$ cat src/lsmr_pkg.sv
`default_nettype none
package lsmr_pkg;

  // ------------------------------------------------------------------
  // widths and instance numbers
  // ------------------------------------------------------------------
  localparam int INST_W  = 16;
  localparam int DATA_W  = 64;
  localparam int FLOAT_W = 32;
  localparam int QUES_W  = 13;

  localparam logic [INST_W-1:0] INST_QUESTIONABLE = 16'h000b;
  localparam logic [INST_W-1:0] INST_STATUS       = 16'h000d;
  localparam logic [INST_W-1:0] INST_FAULT_CLEAR  = 16'h000e;
  localparam logic [INST_W-1:0] INST_INPUT_ENABLE = 16'h0011;
  localparam logic [INST_W-1:0] INST_CURRENT      = 16'h0101;
  localparam logic [INST_W-1:0] INST_VOLTAGE      = 16'h0102;
  localparam logic [INST_W-1:0] INST_POWER        = 16'h0103;
  localparam logic [INST_W-1:0] INST_RESISTANCE   = 16'h0104;

  // ------------------------------------------------------------------
  // reset values
  // ------------------------------------------------------------------
  localparam logic              INPUT_EN_RST = 1'b0;
  localparam logic              LATCH_RST    = 1'b0;
  localparam logic [DATA_W-1:0] DATA_RST     = 64'h0000_0000_0000_0000;

  // ------------------------------------------------------------------
  // operation status word, bit 63 first
  // ------------------------------------------------------------------
  typedef struct packed {
    logic [20:0] unused_hi;               // 63..43
    logic        hard_fault_shutdown;     // 42
    logic        soft_fault_shutdown;     // 41
    logic        combined_thermal_fault;  // 40
    logic        analog_input_control;    // 39
    logic        lock_state;              // 38
    logic        sense_terminals_used;    // 37
    logic        extended_range_active;   // 36
    logic        reg_state_watts;         // 35
    logic        reg_state_ohms;          // 34
    logic        reg_state_volts;         // 33
    logic        reg_state_amps;          // 32
    logic        spare31;                 // 31
    logic        targets_updating;        // 30
    logic        regulation_lost;         // 29
    logic        under_min_rated_voltage; // 28
    logic        resistor_module_hot;     // 27
    logic        io_line_fault;           // 26
    logic        firmware_stack_exceeded; // 25
    logic        bad_product_setup;       // 24
    logic        diode_module_hot;        // 23
    logic        maintenance;             // 22
    logic        spare21;                 // 21
    logic        interlock_open;          // 20
    logic        aux_supply_fuse_open;    // 19
    logic        linear_module_hot;       // 18
    logic        volt_rating_exceeded;    // 17
    logic        amp_rating_exceeded;     // 16
    logic        comm_corrupted;          // 15
    logic        phase_amp_exceeded;      // 14
    logic        target_start_pending;    // 13
    logic        target_start_failed;     // 12
    logic        resistor_stage_overload; // 11
    logic        linear_stage_overload;   // 10
    logic        shutdown_active;         // 9
    logic        low_volt_trip_flag;      // 8
    logic        sense_bounds_flag;       // 7
    logic        watt_trip_flag;          // 6
    logic        high_volt_trip_flag;     // 5
    logic        amp_trip_flag;           // 4
    logic [1:0]  spare_lo;                // 3..2
    logic        input_live;              // 1
    logic        input_standby;           // 0
  } lsmr_status_t;

  // averaged measurements, 32-bit float each, plus the one-bit sense engaged flag
  typedef struct packed {
    logic [FLOAT_W-1:0] current;
    logic [FLOAT_W-1:0] terminal_voltage;
    logic [FLOAT_W-1:0] sense_voltage;
    logic [FLOAT_W-1:0] power;
    logic [FLOAT_W-1:0] resistance;
    logic               sense_engaged;
  } lsmr_meas_t;

  // get / set service request
  typedef struct packed {
    logic              get;
    logic              set;
    logic [INST_W-1:0] inst_num;
    logic              value;
  } lsmr_req_t;

  // service answer
  typedef struct packed {
    logic              valid;
    logic              error;
    logic [DATA_W-1:0] data;
  } lsmr_ans_t;

  // whole state of the register bank
  typedef struct packed {
    logic         input_en;
    logic         fault_latch;
    logic         soft_cause;
    logic         hard_cause;
    lsmr_status_t status;
    lsmr_ans_t    ans;
  } lsmr_state_t;

endpackage : lsmr_pkg
`default_nettype wire

$ cat src/lsmr_regs.sv
// Notes on behaviour
// - status word read-only, mirrors present conditions; bits 0, 1, 41, 42 come from input state and fault latch.
// - reading the status word changes nothing.
// - questionable word is a fixed subset of the status word, plus OR summary bits 11 and 12.
// - bit 0 set in standby, bit 1 set while input sinks.
// - bits 4,5,6 current, voltage, power trips; 7 sense bounds; 8 undervoltage.
// - bit 9 set whenever a target causes shutdown.
// - bits 10, 11 stage overloads; bit 14 phase current exceeded.
// - bit 12 start failed, 13 start pending, 30 targets updating.
// - bit 15 internal communication corrupted, bit 25 firmware stack exceeded.
// - bits 16,17 rating exceeded; 19 fuse blown; 20 interlock open.
// - bits 18, 23, 27 module overtemperature; 40 linear-or-resistor combined.
// - bits 22, 24, 26, 28, 29 maintenance, setup, line, voltage, regulation.
// - bits 32-35 regulation state; 36-39 range, sense, lock, analog control.
// - bit 41 shutdown from soft fault, bit 42 from hard fault.
// - boolean write to fault clear releases the input-disable latch.
// - clear refused while any fault condition remains present.
// - clearing a fault leaves the input off until a new start.
// - boolean write enables or disables input; disabled means high impedance.
// - current instance returns averaged terminal current as float.
// - voltage instance returns terminal voltage, or sense voltage when engaged and sense terminals used.
// - power instance returns averaged terminal power as float.
`default_nettype none
module lsmr_regs (
  input  wire logic                 i_clk,
  input  wire logic                 i_srst,
  input  wire lsmr_pkg::lsmr_req_t  i_req,
  input  wire lsmr_pkg::lsmr_status_t i_cond,
  input  wire lsmr_pkg::lsmr_meas_t i_meas,
  output var  lsmr_pkg::lsmr_ans_t  o_ans,
  output var  lsmr_pkg::lsmr_status_t o_status,
  output logic [lsmr_pkg::QUES_W-1:0] o_questionable,
  output logic                      o_fault_latched,
  output logic                      o_input_on,
  output logic                      o_input_hiz
);

  // ------------------------------------------------------------------
  // state
  // ------------------------------------------------------------------
  lsmr_pkg::lsmr_state_t  st;
  lsmr_pkg::lsmr_state_t  next_st;
  lsmr_pkg::lsmr_status_t live_word;
  logic                   soft_now;
  logic                   hard_now;
  logic                   fault_now;
  logic                   live_on;
  logic                   clr_req;
  logic                   en_req;

  // ------------------------------------------------------------------
  // helpers
  // ------------------------------------------------------------------

  // fixed questionable layout picked out of the status word
  function automatic logic [lsmr_pkg::QUES_W-1:0] ques_of(input lsmr_pkg::lsmr_status_t s);
    logic [lsmr_pkg::QUES_W-1:0] q;
    q     = '0;
    q[0]  = s.volt_rating_exceeded;
    q[1]  = s.amp_trip_flag;
    q[2]  = s.high_volt_trip_flag;
    q[3]  = s.watt_trip_flag;
    q[4]  = s.amp_rating_exceeded;
    q[5]  = s.combined_thermal_fault;
    q[6]  = s.sense_bounds_flag;
    q[7]  = s.reg_state_amps;
    q[8]  = s.reg_state_volts;
    q[9]  = s.reg_state_ohms;
    q[10] = s.reg_state_watts;
    q[11] = s.amp_trip_flag | s.high_volt_trip_flag | s.watt_trip_flag | s.low_volt_trip_flag;
    q[12] = s.volt_rating_exceeded | s.amp_rating_exceeded | s.combined_thermal_fault | s.sense_bounds_flag;
    return q;
  endfunction : ques_of

  // widen a float to the answer width
  function automatic logic [lsmr_pkg::DATA_W-1:0] widen(input logic [lsmr_pkg::FLOAT_W-1:0] f);
    return {{(lsmr_pkg::DATA_W-lsmr_pkg::FLOAT_W){1'b0}}, f};
  endfunction : widen

  // ------------------------------------------------------------------
  // fault classes and input state
  // ------------------------------------------------------------------

  // soft trips clear by command, hard faults are rating, linear or resistor module overtemperature or sense bounds faults
  assign soft_now  = i_cond.amp_trip_flag | i_cond.high_volt_trip_flag
                   | i_cond.watt_trip_flag | i_cond.low_volt_trip_flag;
  assign hard_now  = i_cond.amp_rating_exceeded | i_cond.volt_rating_exceeded
                   | i_cond.linear_module_hot | i_cond.resistor_module_hot
                   | i_cond.sense_bounds_flag;
  assign fault_now = soft_now | hard_now;
  assign live_on   = st.input_en & ~st.fault_latch;
  assign clr_req   = i_req.set & ~i_req.get & (i_req.inst_num == lsmr_pkg::INST_FAULT_CLEAR) & i_req.value;
  assign en_req    = i_req.set & ~i_req.get & (i_req.inst_num == lsmr_pkg::INST_INPUT_ENABLE);

  // ------------------------------------------------------------------
  // live status word
  // ------------------------------------------------------------------

  // passed straight from conditions, except bits 0, 1 from input state, 40 combined, 41, 42 from the latch, spare bits forced to zero
  always_comb begin
    live_word                        = i_cond;
    live_word.input_standby          = ~live_on;
    live_word.input_live             = live_on;
    live_word.combined_thermal_fault = i_cond.linear_module_hot
                                     | i_cond.resistor_module_hot;
    live_word.soft_fault_shutdown    = st.fault_latch & st.soft_cause;
    live_word.hard_fault_shutdown    = st.fault_latch & st.hard_cause;
    live_word.spare_lo               = '0;
    live_word.spare21                = 1'b0;
    live_word.spare31                = 1'b0;
    live_word.unused_hi              = '0;
  end

  // ------------------------------------------------------------------
  // next state
  // ------------------------------------------------------------------

  // latch, enable and service answers
  always_comb begin
    next_st           = st;
    next_st.status    = live_word;
    next_st.ans.valid = i_req.get | i_req.set;
    next_st.ans.error = 1'b0;
    next_st.ans.data  = lsmr_pkg::DATA_RST;

    // clear is only honoured with every fault gone
    if (clr_req && st.fault_latch) begin
      if (fault_now) begin
        next_st.ans.error = 1'b1;
      end else begin
        next_st.fault_latch = 1'b0;
        next_st.soft_cause  = 1'b0;
        next_st.hard_cause  = 1'b0;
      end
    end

    // enable write; latch keeps the input off
    if (en_req) begin
      if (i_req.value && st.fault_latch) begin
        next_st.ans.error = 1'b1;
      end else begin
        next_st.input_en = i_req.value;
      end
    end

    // a present fault sets the latch and wins over a clear
    if (fault_now) begin
      next_st.fault_latch = 1'b1;
      next_st.input_en    = 1'b0;
      next_st.soft_cause  = st.soft_cause | soft_now;
      next_st.hard_cause  = st.hard_cause | hard_now;
    end

    // service decode
    if (i_req.get && i_req.set) begin
      next_st.ans.error = 1'b1;
    end else if (i_req.get) begin
      case (i_req.inst_num)
        lsmr_pkg::INST_STATUS: begin
          next_st.ans.data = live_word;
        end
        lsmr_pkg::INST_QUESTIONABLE: begin
          next_st.ans.data = {{(lsmr_pkg::DATA_W-lsmr_pkg::QUES_W){1'b0}}, ques_of(live_word)};
        end
        lsmr_pkg::INST_CURRENT: begin
          next_st.ans.data = widen(i_meas.current);
        end
        lsmr_pkg::INST_VOLTAGE: begin
          if (i_meas.sense_engaged && i_cond.sense_terminals_used) begin
            next_st.ans.data = widen(i_meas.sense_voltage);
          end else begin
            next_st.ans.data = widen(i_meas.terminal_voltage);
          end
        end
        lsmr_pkg::INST_POWER: begin
          next_st.ans.data = widen(i_meas.power);
        end
        lsmr_pkg::INST_RESISTANCE: begin
          next_st.ans.data = widen(i_meas.resistance);
        end
        default: begin
          next_st.ans.error = 1'b1;
        end
      endcase
    end else if (i_req.set) begin
      case (i_req.inst_num)
        lsmr_pkg::INST_FAULT_CLEAR: begin
          next_st.ans.data = lsmr_pkg::DATA_RST;
        end
        lsmr_pkg::INST_INPUT_ENABLE: begin
          next_st.ans.data = lsmr_pkg::DATA_RST;
        end
        default: begin
          next_st.ans.error = 1'b1;
        end
      endcase
    end
  end

  // ------------------------------------------------------------------
  // registers
  // ------------------------------------------------------------------

  // single state register
  always_ff @(posedge i_clk) begin
    if (i_srst) begin
      st <= '0;
      st.input_en    <= lsmr_pkg::INPUT_EN_RST;
      st.fault_latch <= lsmr_pkg::LATCH_RST;
      st.status.input_standby <= 1'b1;
    end else begin
      st <= next_st;
    end
  end

  // ------------------------------------------------------------------
  // outputs
  // ------------------------------------------------------------------
  assign o_ans           = st.ans;
  assign o_status        = st.status;
  assign o_questionable  = ques_of(st.status);
  assign o_fault_latched = st.fault_latch;
  assign o_input_on      = live_on;
  assign o_input_hiz     = ~live_on;
endmodule : lsmr_regs
`default_nettype wire

$ cat config.mk
export PLATFORM = sky130hd
export DESIGN_NAME = lsmr_regs
export DESIGN_NICKNAME = d
export VERILOG_FILES = /design/src/lsmr_pkg.sv /design/src/lsmr_regs.sv
export SDC_FILE = /design/constraint.sdc
export NUM_CORES = 1
export LEC_CHECK = 0
export BUFFER_PORTS_ARGS = -buffer_cell sky130_fd_sc_hd__buf_2
export CORE_AREA = 4 4 149 151
export DETAILED_ROUTE_END_ITERATION = 8
export DIE_AREA = 0 0 153 155
export PLACE_DENSITY = 0.53
export REMOVE_ABC_BUFFERS = 1
export SETUP_SLACK_MARGIN = 0.15
export SLEW_MARGIN = 20
export SYNTH_ARGS = -nofsm -noshare
export SYNTH_HDL_FRONTEND = slang
export SYNTH_SLANG_ARGS = --single-unit
$ cat constraint.sdc
create_clock -name i_clk -period 6.55 [get_ports i_clk]
set_input_delay 1.6375 -clock i_clk [delete_from_list [all_inputs] [get_ports i_clk]]
set_output_delay 1.6375 -clock i_clk [all_outputs]
set_load 0.01 [all_outputs]
==> results.yml <==
logic_synthesis:
  synthTopCellsByCount: "buf_4, dfxtp_1, a22oi_1"
  yosysSeqAreaShare_pct: 36.03
  synthArstFlopShare_pct: 0
  synthTopCellsByArea: "dfxtp_1, buf_4, mux2_2, a22oi_1, a222oi_1"
  yosys.area_share.simple_pct: 15.17
  syn_inst: 519
  syn-mean-instance-area_um2: 9.421
  ys.flop_type: "dfxtp_1"
  synthMuxAreaShare_pct: 7.369
  synth_area_leader_cell: "dfxtp_1"
  synth_top_area_share_pct: 36.03
  yosysMostFrequentCell: "buf_4"
  ys_seq_elements: 88
  ys_warn_count: 0
  yosys.area_share.adder_pct: 0
  synth_edf_count: 0
  synth_xor_area_share_pct: 0
  synth_cell_types: 43
  netlist_area_um2: 4890
  synth_top_family_by_area: "buffers and inverters"
  synth_compound_area_share_pct: 16.89
routing:
  dr.first_iter.drc_count: 358
  drc: 0
  ant_nets: 0
  wl_mm: 19.56
  wire_per_inst_um: 19.29
  first_pass_iters: 5
  vias: 4519
  via_per_inst: 4.457
job:
  cap_viol_max_count: 0
worst_setup_path:
  crit_path_start_kind: "primary input"
  critical_path_class: "primary input to flip-flop"
  cp.required_ns: 6.79
  cp-end-kind: "flip-flop"
  cp_max_fo: 23
  ff2ff_setup_slack_ns: 4.85
  worst_ep_arrival_time_ns: 3.77
timing:
  period_needed_ns: 3.529
  setup_ws_ns: 3.021
  setup_viol: 0
  finalCritPeriodShare_pct: 53.88
  finClkSkew_ns: 0.01432
  worst_slew_pin_slew_ns: 0.8471
  fmax_mhz: 283.4
  drv_slew: 0
  hold_viol_final: 0
  fin_setup_tns_ns: 0
  rsz0062_at_grt: "no"
  slew_headroom_pct: 43.53
power:
  p_switching_uw: 325.9
  seqPwrFrac_pct: 44.1
  ir_worst_vdd_uv: 97.63
  p_clk_share_pct: 42.1
  leakage_uw: 0.002949
  pwr-share-comb_pct: 13.7
  p_int_uw: 932.9
  powerDensity_nw_per_um2: 202.8
  netSwitchingFraction_pct: 25.89
hold_path:
  worst_hold_path_type: "flip-flop to flip-flop"
cells_and_area:
  drive_above_1_share_pct: 52.77
  antenna_cells: 0
  syn_to_final_growth_pct: 26.97
  nets: 980
  n_fill_cell: 2246
cts:
  cts_sinks: 88
  postCtsHoldBufs: 0
  clock_path_buffers: 2
  clk_pin_slew_ns: 0.07
  cts_setup_buffers: 0
  clk-insertion-delay-late_ns: 0.34
  cts_resized: 0
  h-tree-depth: 3
  cts_root_buf: "clkbuf_16"
  cts_inserted_buffers: 9
  cts_tree: "done"
die:
  die_w_um: 153
  start_util_pct: 23.48
  die_y_um: 155
  ios: 392
  core_area_um2: 20820
  die_area_um2: 23720
  fp-row-count: 53
global_route:
  grt_max_degree: 43
  grt_use_total_pct: 15.46
  grt_overflow_total: 0
  grt_pass1_vias: 4403
  grt_pass1_wl_mm: 27.68
  antenna_found_initial: 1
placed_design:
  portBuffers: 315
  dp_slack_ns: 2.522
  gp_congestion: 0.8291
  dp_hpwl_mm: 15.14
outcome:
  outcome: "finished, final reports clean"
## worst max-delay path: stages
cell and delay, ns:
buf_2 0.11, nor4_4 0.41, nand2_2 0.26, nor3_4 0.54, buf_4 0.44, a222oi_1 0.15, a21oi_1 0.20
## metal layers
metal	wire, um	up-vias	global-route usage, %	share of wire, %
met1	7993	2126	18.92	41
met2	9838	274	27.50	50
met3	1489	15	3.811	7.6
met5	0	-	0	0
li1	-	2104	-	-
met4	242	0	3.564	1.2
## cell type report
type | instances | area (um^2) | area share, %
multi-input cells | 303 | 2117 | 34.10
flip-flops and latches | 88 | 1762 | 28.38
repair buffers | 327 | 1667 | 26.84
well taps | 275 | 344.1 | 5.542
clock buffers | 9 | 225.2 | 3.628
clock inverters | 7 | 75.07 | 1.209
inverters | 5 | 18.77 | 0.3023
## path summary, 6_finish.rpt
path	start	endpoint	cells past startpoint
setup / recovery	i_req[6]	o_ans[1]	7
hold / removal	st[133]	st[133]	1
setup reg to reg	o_fault_latched	o_ans[1]	4
hold reg to reg	st[133]	st[133]	1
## through the flow
stage,total power (uW),hold WS [ns],area [um^2],util (%),cells
final,1259,0.4679,6208,29.82,1014
after global routing,1318,0.4980,6208,29.82,1014
after CTS,1284,0.4715,6208,29.82,1014
after detailed placement,741.1,0.4539,5908,28.37,998
after global placement,739.6,0.4484,5908,28.37,998
after floorplan,629.0,0.4326,3881,-,396
## state kept, by name, indices dropped and copies added, names as in the netlist
register         flops
o_ans               45
o_status            28
o_questionable      11
st                   3
o_fault_latched      1
## cell usage in the layout, fill, tap and decap left out, types with 3 or more instances in the layout
master	synthesis	layout
buf_2	14	315
dfxtp_1	88	88
conb_1	1	46
a22oi_1	40	40
nor2b_1	35	35
mux2_2	32	32
nand2_1	24	23
a222oi_1	23	23
a31oi_1	19	19
a21oi_1	14	14
nor2_1	12	12
buf_4	141	12
clkbuf_16	0	9
and3_1	8	8
nor3_1	6	6
inv_1	5	5
nand3_1	5	5
nor4_4	4	4
o21a_1	4	4
inv_6	0	4
nand2b_1	3	3
nor3b_1	3	3
## power by group through the flow
| stage | registers [uW] | clock network [uW] | logic, uW |
|---|---|---|---|
| finish | 556 | 530 | 173 |
| global route | 557 | 573 | 189 |
| global placement | 568 | 0 | 172 |
| floorplan | 575 | 0 | 53.6 |
| detailed placement | 568 | 0 | 173 |
| CTS | 556 | 554 | 174 |
## kinds of logic after synthesis
logic type / count (synthesis)
buffers and inverters: 173
AND/OR/NAND/NOR: 116
AO/OA/AOI/OAI: 109
flip-flops: 88
multiplexers: 32
other: 1
Note: power is estimated with default switching activity, not from simulation.
